## config.mk

```make
export PLATFORM = sky130hd
export DESIGN_NAME = fscs_top
export DESIGN_NICKNAME = d
export VERILOG_FILES = /design/src/hdl/fscs_pkg.sv /design/src/hdl/fscs_dummy_lut.sv /design/src/hdl/fscs_top.sv
export SDC_FILE = /design/constraint.sdc
export NUM_CORES = 1
export LEC_CHECK = 0
export BUFFER_PORTS_ARGS = -buffer_cell sky130_fd_sc_hd__buf_2
export CAP_MARGIN = 20
export CORE_ASPECT_RATIO = 1.4
export CORE_MARGIN = 2
export CORE_UTILIZATION = 35
export CTS_BUF_LIST = sky130_fd_sc_hd__clkbuf_8
export CTS_CLUSTER_DIAMETER = 60
export DETAILED_ROUTE_END_ITERATION = 12
export PLACE_DENSITY = 0.66
export SYNTH_ARGS = -nofsm -noshare
export SYNTH_HDL_FRONTEND = slang
export SYNTH_SLANG_ARGS = --single-unit
export TNS_END_PERCENT = 30
```

## constraint.sdc

```tcl
create_clock -name i_clock -period 1.15 [get_ports i_clock]
set_input_delay 0.23 -clock i_clock [delete_from_list [all_inputs] [get_ports i_clock]]
set_output_delay 0.23 -clock i_clock [all_outputs]
set_load 0.005 [all_outputs]
```

## src/hdl/fscs_pkg.sv

```systemverilog
// constants for the flash security, configuration and status block
package fscs_pkg;
  // security register bit positions
  localparam int SEC_PMODE_BIT  = 7;
  localparam int SEC_EFAIL_BIT  = 6;
  localparam int SEC_PFAIL_BIT  = 5;
  localparam int SEC_RSVD_BIT   = 4;
  localparam int SEC_ESUSP_BIT  = 3;
  localparam int SEC_PSUSP_BIT  = 2;
  localparam int SEC_LOCK_BIT   = 1;
  localparam int SEC_FACT_BIT   = 0;
  // configuration byte layout
  localparam int CFG_DC_LSB     = 6;
  localparam int CFG_DS_LSB     = 0;
  // reset values
  localparam logic [1:0] DC_DEFAULT = 2'h0;
  localparam logic [2:0] DS_DEFAULT = 3'h7;
  // dummy counts, one per code 00/01/10/11
  localparam logic [3:0] DUM_FAST [4] = '{4'h8, 4'h6, 4'h8, 4'hA};
  localparam logic [3:0] DUM_DIO  [4] = '{4'h4, 4'h6, 4'h8, 4'hA};
  localparam logic [3:0] DUM_QIO  [4] = '{4'h6, 4'h4, 4'h8, 4'hA};
  // read command families
  typedef enum logic [1:0] {
    FSCS_RD_FAST,
    FSCS_RD_DIO,
    FSCS_RD_QIO
  } fscs_family_e;
endpackage

```

## src/hdl/fscs_dummy_lut.sv

```systemverilog
// dummy clock count lookup per read family
`timescale 1ns/100ps
module fscs_dummy_lut
  import fscs_pkg::*;
(
  // selection
  input  wire logic [1:0]   i_dummy_cycle_sel,
  input  wire fscs_family_e i_family,
  // result
  output logic      [3:0]   o_dummy_count
);
  // pure table lookup; the caller registers the result
  always_comb begin
    case (i_family)
      FSCS_RD_DIO: o_dummy_count = DUM_DIO[i_dummy_cycle_sel];
      FSCS_RD_QIO: o_dummy_count = DUM_QIO[i_dummy_cycle_sel];
      default:     o_dummy_count = DUM_FAST[i_dummy_cycle_sel];
    endcase
  end
endmodule

```

## src/hdl/fscs_top.sv

```systemverilog
// security register and configuration decode of the serial flash
`timescale 1ns/100ps
module fscs_top
  import fscs_pkg::*;
(
  // clock and reset
  input  wire logic         i_clock,
  input  wire logic         i_sys_rst,
  // command decoder events, same clock
  input  wire logic         i_write_status_cmd,
  input  wire logic [7:0]   i_write_status_cfg,
  input  wire logic         i_write_security_cmd,
  input  wire logic         i_protect_mode_wr,
  input  wire logic         i_erase_done,
  input  wire logic         i_erase_ok,
  input  wire logic         i_program_done,
  input  wire logic         i_program_ok,
  input  wire logic         i_erase_suspend,
  input  wire logic         i_erase_resume,
  input  wire logic         i_program_suspend,
  input  wire logic         i_program_resume,
  input  wire logic         i_otp_write_req,
  input  wire logic         i_otp_mode,
  input  wire logic         i_array_req,
  input  wire fscs_family_e i_read_family,
  // factory strap, from pins
  input  wire logic         i_factory_lock,
  // outputs
  output logic      [7:0]   o_security_flags,
  output logic      [1:0]   o_dummy_cycle_sel,
  output logic      [2:0]   o_drive_strength_sel,
  output logic      [7:0]   o_drive_level,
  output logic      [3:0]   o_dummy_count,
  output logic              o_otp_write_grant,
  output logic              o_array_grant
);
  // state
  logic       protect_mode_select, next_protect_mode_select;
  logic       erase_fail,          next_erase_fail;
  logic       program_fail,        next_program_fail;
  logic       erase_suspended_flag, next_erase_suspended_flag;
  logic       program_suspended_flag, next_program_suspended_flag;
  logic       otp_lockdown_bit,    next_otp_lockdown_bit;
  logic [1:0] dummy_cycle_sel,     next_dummy_cycle_sel;
  logic [2:0] drive_strength_sel,  next_drive_strength_sel;
  logic [7:0] drive_level,         next_drive_level;
  logic [3:0] dummy_count;         // registered lookup
  logic [3:0] lut_count;           // lookup result
  logic       fact_meta, fact_sync; // strap synchroniser

  // strap arrives from a pin: two stages before use
  always_ff @(posedge i_clock) begin
    if (i_sys_rst) begin
      fact_meta <= 1'b0;
      fact_sync <= 1'b0;
    end else begin
      fact_meta <= i_factory_lock;
      fact_sync <= fact_meta;
    end
  end

  // lookup of dummy count for the active read family
  fscs_dummy_lut u_lut (
    .i_dummy_cycle_sel (dummy_cycle_sel),
    .i_family          (i_read_family),
    .o_dummy_count     (lut_count)
  );

  // next state of flags and configuration
  always_comb begin
    next_protect_mode_select    = protect_mode_select;
    next_erase_fail             = erase_fail;
    next_program_fail           = program_fail;
    next_erase_suspended_flag   = erase_suspended_flag;
    next_program_suspended_flag = program_suspended_flag;
    next_otp_lockdown_bit       = otp_lockdown_bit;
    next_dummy_cycle_sel        = dummy_cycle_sel;
    next_drive_strength_sel     = drive_strength_sel;
    // fail flags only report; nothing here gates an operation
    if (i_erase_done) begin
      next_erase_fail = !i_erase_ok;
    end
    if (i_program_done) begin
      next_program_fail = !i_program_ok;
    end
    // resume clears; a suspend in the same cycle wins
    if (i_erase_resume) begin
      next_erase_suspended_flag = 1'b0;
    end
    if (i_erase_suspend) begin
      next_erase_suspended_flag = 1'b1;
    end
    if (i_program_resume) begin
      next_program_suspended_flag = 1'b0;
    end
    if (i_program_suspend) begin
      next_program_suspended_flag = 1'b1;
    end
    // lock-down is one-way: never cleared except by reset
    if (i_write_security_cmd) begin
      next_otp_lockdown_bit = 1'b1;
    end
    // protect mode select set once, sticky like an otp bit
    if (i_protect_mode_wr) begin
      next_protect_mode_select = 1'b1;
    end
    // configuration only through the status write command
    if (i_write_status_cmd) begin
      next_drive_strength_sel =
        i_write_status_cfg[CFG_DS_LSB +: 3];
      next_dummy_cycle_sel = i_write_status_cfg[CFG_DC_LSB +: 2];
    end
  end

  // drive level decode, one-hot weakest to strongest
  always_comb begin
    next_drive_level = 8'h00;
    next_drive_level[next_drive_strength_sel] = 1'b1;
  end

  // registers; volatile fields return to defaults on reset
  always_ff @(posedge i_clock) begin
    if (i_sys_rst) begin
      protect_mode_select    <= 1'b0;
      erase_fail             <= 1'b0;
      program_fail           <= 1'b0;
      erase_suspended_flag   <= 1'b0;
      program_suspended_flag <= 1'b0;
      otp_lockdown_bit       <= 1'b0;
      dummy_cycle_sel        <= DC_DEFAULT;
      drive_strength_sel     <= DS_DEFAULT;
      // one-hot image of the default drive code, kept in step with it
      drive_level            <= 8'h01 << DS_DEFAULT;
      dummy_count            <= DUM_FAST[DC_DEFAULT];
    end else begin
      protect_mode_select    <= next_protect_mode_select;
      erase_fail             <= next_erase_fail;
      program_fail           <= next_program_fail;
      erase_suspended_flag   <= next_erase_suspended_flag;
      program_suspended_flag <= next_program_suspended_flag;
      otp_lockdown_bit       <= next_otp_lockdown_bit;
      dummy_cycle_sel        <= next_dummy_cycle_sel;
      drive_strength_sel     <= next_drive_strength_sel;
      drive_level            <= next_drive_level;
      dummy_count            <= lut_count;
    end
  end

  // register image, reserved bit reads zero
  always_comb begin
    o_security_flags                = 8'h00;
    o_security_flags[SEC_PMODE_BIT] = protect_mode_select;
    o_security_flags[SEC_EFAIL_BIT] = erase_fail;
    o_security_flags[SEC_PFAIL_BIT] = program_fail;
    o_security_flags[SEC_ESUSP_BIT] = erase_suspended_flag;
    o_security_flags[SEC_PSUSP_BIT] = program_suspended_flag;
    o_security_flags[SEC_LOCK_BIT]  = otp_lockdown_bit;
    o_security_flags[SEC_FACT_BIT]  = fact_sync;
  end

  // grants are handshake terms, combinational
  assign o_otp_write_grant = i_otp_write_req && !otp_lockdown_bit;
  assign o_array_grant     = i_array_req && !i_otp_mode;
  assign o_dummy_cycle_sel    = dummy_cycle_sel;
  assign o_drive_strength_sel = drive_strength_sel;
  assign o_drive_level        = drive_level;
  assign o_dummy_count        = dummy_count;

  // checks
  property p_efail;
    @(posedge i_clock) disable iff (i_sys_rst)
      i_erase_done |=> (erase_fail == !$past(i_erase_ok));
  endproperty
  a_efail: assert property (p_efail) else $error("erase fail");
  property p_efail_hold;
    @(posedge i_clock) disable iff (i_sys_rst)
      !i_erase_done |=> $stable(erase_fail);
  endproperty
  a_efail_hold: assert property (p_efail_hold)
    else $error("erase fail moved");
  property p_pfail;
    @(posedge i_clock) disable iff (i_sys_rst)
      i_program_done |=> (program_fail == !$past(i_program_ok));
  endproperty
  a_pfail: assert property (p_pfail) else $error("prog fail");
  property p_esusp;
    @(posedge i_clock) disable iff (i_sys_rst)
      i_erase_suspend |=> o_security_flags[SEC_ESUSP_BIT];
  endproperty
  a_esusp: assert property (p_esusp) else $error("esusp");
  property p_psusp;
    @(posedge i_clock) disable iff (i_sys_rst)
      (i_program_resume && !i_program_suspend) |=>
        !o_security_flags[SEC_PSUSP_BIT];
  endproperty
  a_psusp: assert property (p_psusp) else $error("psusp");
  property p_lock;
    @(posedge i_clock) disable iff (i_sys_rst)
      otp_lockdown_bit |-> !o_otp_write_grant ##1 otp_lockdown_bit;
  endproperty
  a_lock: assert property (p_lock) else $error("lock");
  property p_array;
    @(posedge i_clock) disable iff (i_sys_rst)
      i_otp_mode |-> !o_array_grant;
  endproperty
  a_array: assert property (p_array) else $error("array");
  property p_ds;
    @(posedge i_clock) disable iff (i_sys_rst)
      !i_write_status_cmd |=> $stable(drive_strength_sel);
  endproperty
  a_ds: assert property (p_ds) else $error("drive");
  property p_rsvd;
    @(posedge i_clock) disable iff (i_sys_rst)
      !o_security_flags[SEC_RSVD_BIT];
  endproperty
  a_rsvd: assert property (p_rsvd) else $error("reserved");
endmodule

```

; ---- After elaboration in Yosys (flattened, before gate mapping)
; Index checks and enable logic that the tools add are counted.
[op_classes]
addsub = 0
mul = 0
n_div = 0
order_cmp = 3
eq_ne = 2
n_shift = 0
mux = 17
bitwise = 1
reduce_logical = 9
[ops]
columns = operator, n
row1 = binary-select mux 4 bit (select 2 bit), 3
row2 = two-way mux 4 bit, 6
row3 = one-hot mux 4 bit (2 select lines), 1
row4 = two-way mux 1 bit, 5
row5 = zero test 1 bit, 4
row6 = less-than comparator 3 x 4 -> 1 bit (second input constant), 1
row7 = nonzero test 2 bit, 2
row8 = demux 1 bit (select 3 bit), 1
row9 = greater-or-equal comparator 3 x 1 -> 1 bit (second input constant), 1
row10 = greater-or-equal comparator 3 bit (second input constant), 1
row11 = logical AND 1 bit, 3
row12 = two-way mux 3 bit, 1
row13 = inverter 2 -> 3 bit, 1
row14 = equality test 2 x 1 -> 1 bit (second input constant), 1
row15 = equality test 2 bit (second input constant), 1
[totals]
register_bits = 25
latchBits = 0
ramBits = 0
romBits = 0
inputBits = 27
out_inout_bits = 27
wordCells = 44
n_memories = 0

; ---- Depth between registers and ports, before layout
[depth]
word_depth = 5
mapped_depth = 5

; ---- By module
; A second synthesis with hierarchy kept.
[hier_totals]
cells_unflattened = 107
area_unflattened_um2 = 1058.5
[modules_own_cells]
columns = module, n_inst, cells_per_inst, area_per_inst_um2, seq_area_each_um2
row1 = fscs_top, 1, 89, 925.9, 500.5
row2 = fscs_dummy_lut, 1, 18, 132.6, 0.0

; ---- Least setup slack after synthesis
; No wires, ideal clock.
[synth_timing]
path_type = input -> register
start = in i_read_family[0]
end = reg dummy_count[2] (netlist: o_dummy_count[2])
setup_time_ps = 70
arrival_time_ps = 869
required_time_ps = 1080
setup_slack_ps = 211
stages = 5
n_path_buf = 0
cell_sequence = inv_1 ha_1 nor2_1 o21ai_0 a21oi_1
[synth_via]
elab_chain_len = 2
[synth_rtl]
columns = element, line_no
row1 = from (decl), fscs_top.sv:25  ; input wire fscs_family_e i_read_family,
row2 = equality test 2 bit or equality test 2 x 1 -> 1 bit (tied branches), fscs_dummy_lut.sv:14  ; case (i_family)
row3 = one-hot mux 4 bit (2 select lines) (*), fscs_dummy_lut.sv:14
row4 = to (signal assigned), fscs_top.sv:134  ; dummy_count <= DUM_FAST[DC_DEFAULT];
row5 = to (signal assigned), fscs_top.sv:145  ; dummy_count <= lut_count;
row6 = to (decl), fscs_top.sv:47  ; logic [3:0] dummy_count;
; Every way passes the cells marked *; elsewhere a longest branch is shown, timed or not.
; A chain may end at the register's enable or synchronous reset.

; ---- Worst setup path after layout
[layout_timing]
start = reg drive_strength_sel[1] (netlist: o_drive_strength_sel[1])
end = out o_drive_strength_sel[1]
[layout_rtl]
columns = element, line_no
row1 = from (decl), fscs_top.sv:45  ; logic [2:0] drive_strength_sel, next_drive_strength_sel;
row2 = from (signal assigned), fscs_top.sv:143  ; drive_strength_sel <= next_drive_strength_sel;
row3 = to (decl), fscs_top.sv:31  ; output logic [2:0] o_drive_strength_sel,
; No word-level cell between the ends.

==> reports/metrics.yaml <==
dieArea_um2: 3160
postCtsSetupBuffers: 0
gp_congestion: 0.779
wl_met2_um: 858
synth-warning-count: 0
std_cell_rows: 22
ys_async_sr_fraction: 0
ios: 54
dpl_cell_area_um2: 1170
cp.required_ns: 0.92
slowest_stage: "dfxtp_1"
synth_common_cells: "24 x dfxtp_1, 18 x nor2_1, 10 x buf_4"
setup_violations: 0
synthFlopType: "dfxtp_1"
dr_wl_met3_um: 118
grt_pass1_wl_um: 2720
ir_worst_vdd_mv: 0.469
total_power_uw: 1660
cts_resized: 0
die_y_um: 65.7
n_antenna_cell: 0
area_growth_pct: 28.8
crit_fanout: 6
cts_root_buf: "clkbuf_8"
status: "complete, no violations"
synth.top_cells.by_area: "dfxtp_1 50%, buf_4 7.9%, nor2_1 7.1%"
hold_buffers: 0
grt_pass1_vias: 717
num-fill-cells: 267
met1_length_um: 661
rsz0062_at_grt: "false"
ys_types: 24
dp_hpwl_um: 1390
p_per_area_nw_per_um2: 1350
drt_iter0_drc: 10
finalSetupTns_ns: 0
synth_area_um2: 952
synth_edf_count: 0
crit_type: "reg -> out"
final_layout_size_suffix_gt1_frac: 0.370
port_buffers: 48
drt_first_pass_iters: 4
cts_num_sinks: 24
fmax_ghz: 0.939
finClkSkew_ns: 0.000765
routed_via_density: 4.37
ys_ff_latch: 24
slowest_delay_ns: 0.43
avgSynthCellArea_um2: 9.24
cts_tree: "built"
end_kind: "output port"
startpoint_type: "flop"
p_leak_uw: 0.000625
crit_family: "flip-flops"
path_clk_slew_ns: 0.08
crit_chain: "buf_2"
h-tree-depth: 1
cts_buffers: 3
antenna_found_initial: 0
routed_wl_um: 1650
routed.top_layer: "met4"
wl_per_cell_um: 9.09
worstSkewPairLatency_ns: 0.25
synth.top_cell.area_share: 0.505
grt_max_degree: 14
design.core.area_um2: 2620
maxCapViolations: 0
netlist_instances: 103
timing.final.hold_violations: 0
die_x_um: 48.1
synth.most_common_cell: "dfxtp_1"
grt_use_total: 0.117
cts_buffer_depth: 2
grt-ovfl-total: 0
start_util: 0.364
arrival_ns: 0.84
drc_errors: 0
ys_seq_area_frac: 0.505
cp_num_buf_inv: 1
finalInstanceArea_um2: 1230
postRouteAntennaNets: 0
post-route-min-period_ns: 1.07
nNetsFinal: 179
yosysTopAreaCell: "dfxtp_1"
fin_crit_sh: 0.926
dr_total_vias: 796
hold_path.class: "in -> reg"
drv_slew: 0
[registers in the layout, indices dropped and copies added (netlist names)]
register                count
erase_fail                  1
erase_suspended_flag        1
fact_meta                   1
fact_sync                   1
o_drive_level               8
o_drive_strength_sel        3
o_dummy_count               3
o_dummy_cycle_sel           2
otp_lockdown_bit            1
program_fail                1
program_suspended_flag      1
protect_mode_select         1
[path summary, 6_finish.rpt]
kind / cells after the start / slack [ns] / start / to
worst min-delay path: 2 / 0.15 / i_erase_ok / erase_fail
worst min register to register: 1 / 0.45 / fact_meta / fact_sync
worst max-delay path: 1 / 0.08 / o_drive_strength_sel[1] / o_drive_strength_sel[1]
worst max register to register: 4 / 0.14 / o_dummy_cycle_sel[1] / o_dummy_count[1]
[stage by stage]
stage | worst slack (ns) | hold slack [ns] | util | instances
6_report | 0.0848 | 0.146 | 0.469 | 182
5_1_grt | 0.00617 | 0.136 | 0.469 | 182
4_1_cts | 0.0883 | 0.140 | 0.469 | 182
3_5_place_dp | 0.0442 | 0.421 | 0.448 | 178
3_3_place_gp | 0.0671 | 0.413 | 0.448 | 178
2_1_floorplan | 0.211 | 0.325 | - | 104
[layout by cell type (no fill, tap or decap)]
master    Yosys  routed
buf_2         2      48
dfxtp_1      24      24
nor2_1       18      18
inv_1         7       7
nor2b_1       7       7
a21oi_1       6       6
o21ai_0       5       5
ha_1          5       5
clkbuf_8      0       4
mux2i_1       3       3
nand2_1       2       2
a211oi_1      2       2
conb_1        1       2
buf_4        10       2
o21bai_1      1       1
nand3_1       1       1
nand2b_1      1       1
o21a_1        1       1
a22oi_1       1       1
or2_1         1       1
nor3_1        1       1
a211o_1       1       1
nor3b_1       1       1
a31oi_1       1       1
nand3b_1      1       1
[power by group]
group,switching (µW),internal [µW]
clock,242,305
sequential,24.6,878
combinational,98.4,111
[cells by family after synthesis]
logic type,after synthesis,share of synthesized area
compound gates,18,0.113
fa+ha+maj,5,0.0657
buf+inv,19,0.117
flops,24,0.505
mux,3,0.0315
other cells,1,0.00394
simple gates,33,0.164
[layer usage]
| layer | vias up | GRT usage |
|---|---|---|
| met1 | 355 | 0.122 |
| met2 | 32 | 0.208 |
| li1 | 407 | - |
| met4 | 0 | 0.0608 |
| met3 | 2 | 0.0192 |
| met5 | - | 0 |
[area by class of cell]
| cell class | instances | area, µm² | area share |
|---|---|---|---|
| Inverter | 7 | 26.3 | 0.0214 |
| Sequential cell | 24 | 480 | 0.392 |
| Multi-Input combinational cell | 61 | 364 | 0.297 |
| Timing Repair Buffer | 50 | 255 | 0.208 |
| Tap cell | 36 | 45.0 | 0.0367 |
| Clock buffer | 4 | 55.1 | 0.0449 |
Power figures use the tool's default switching activity.
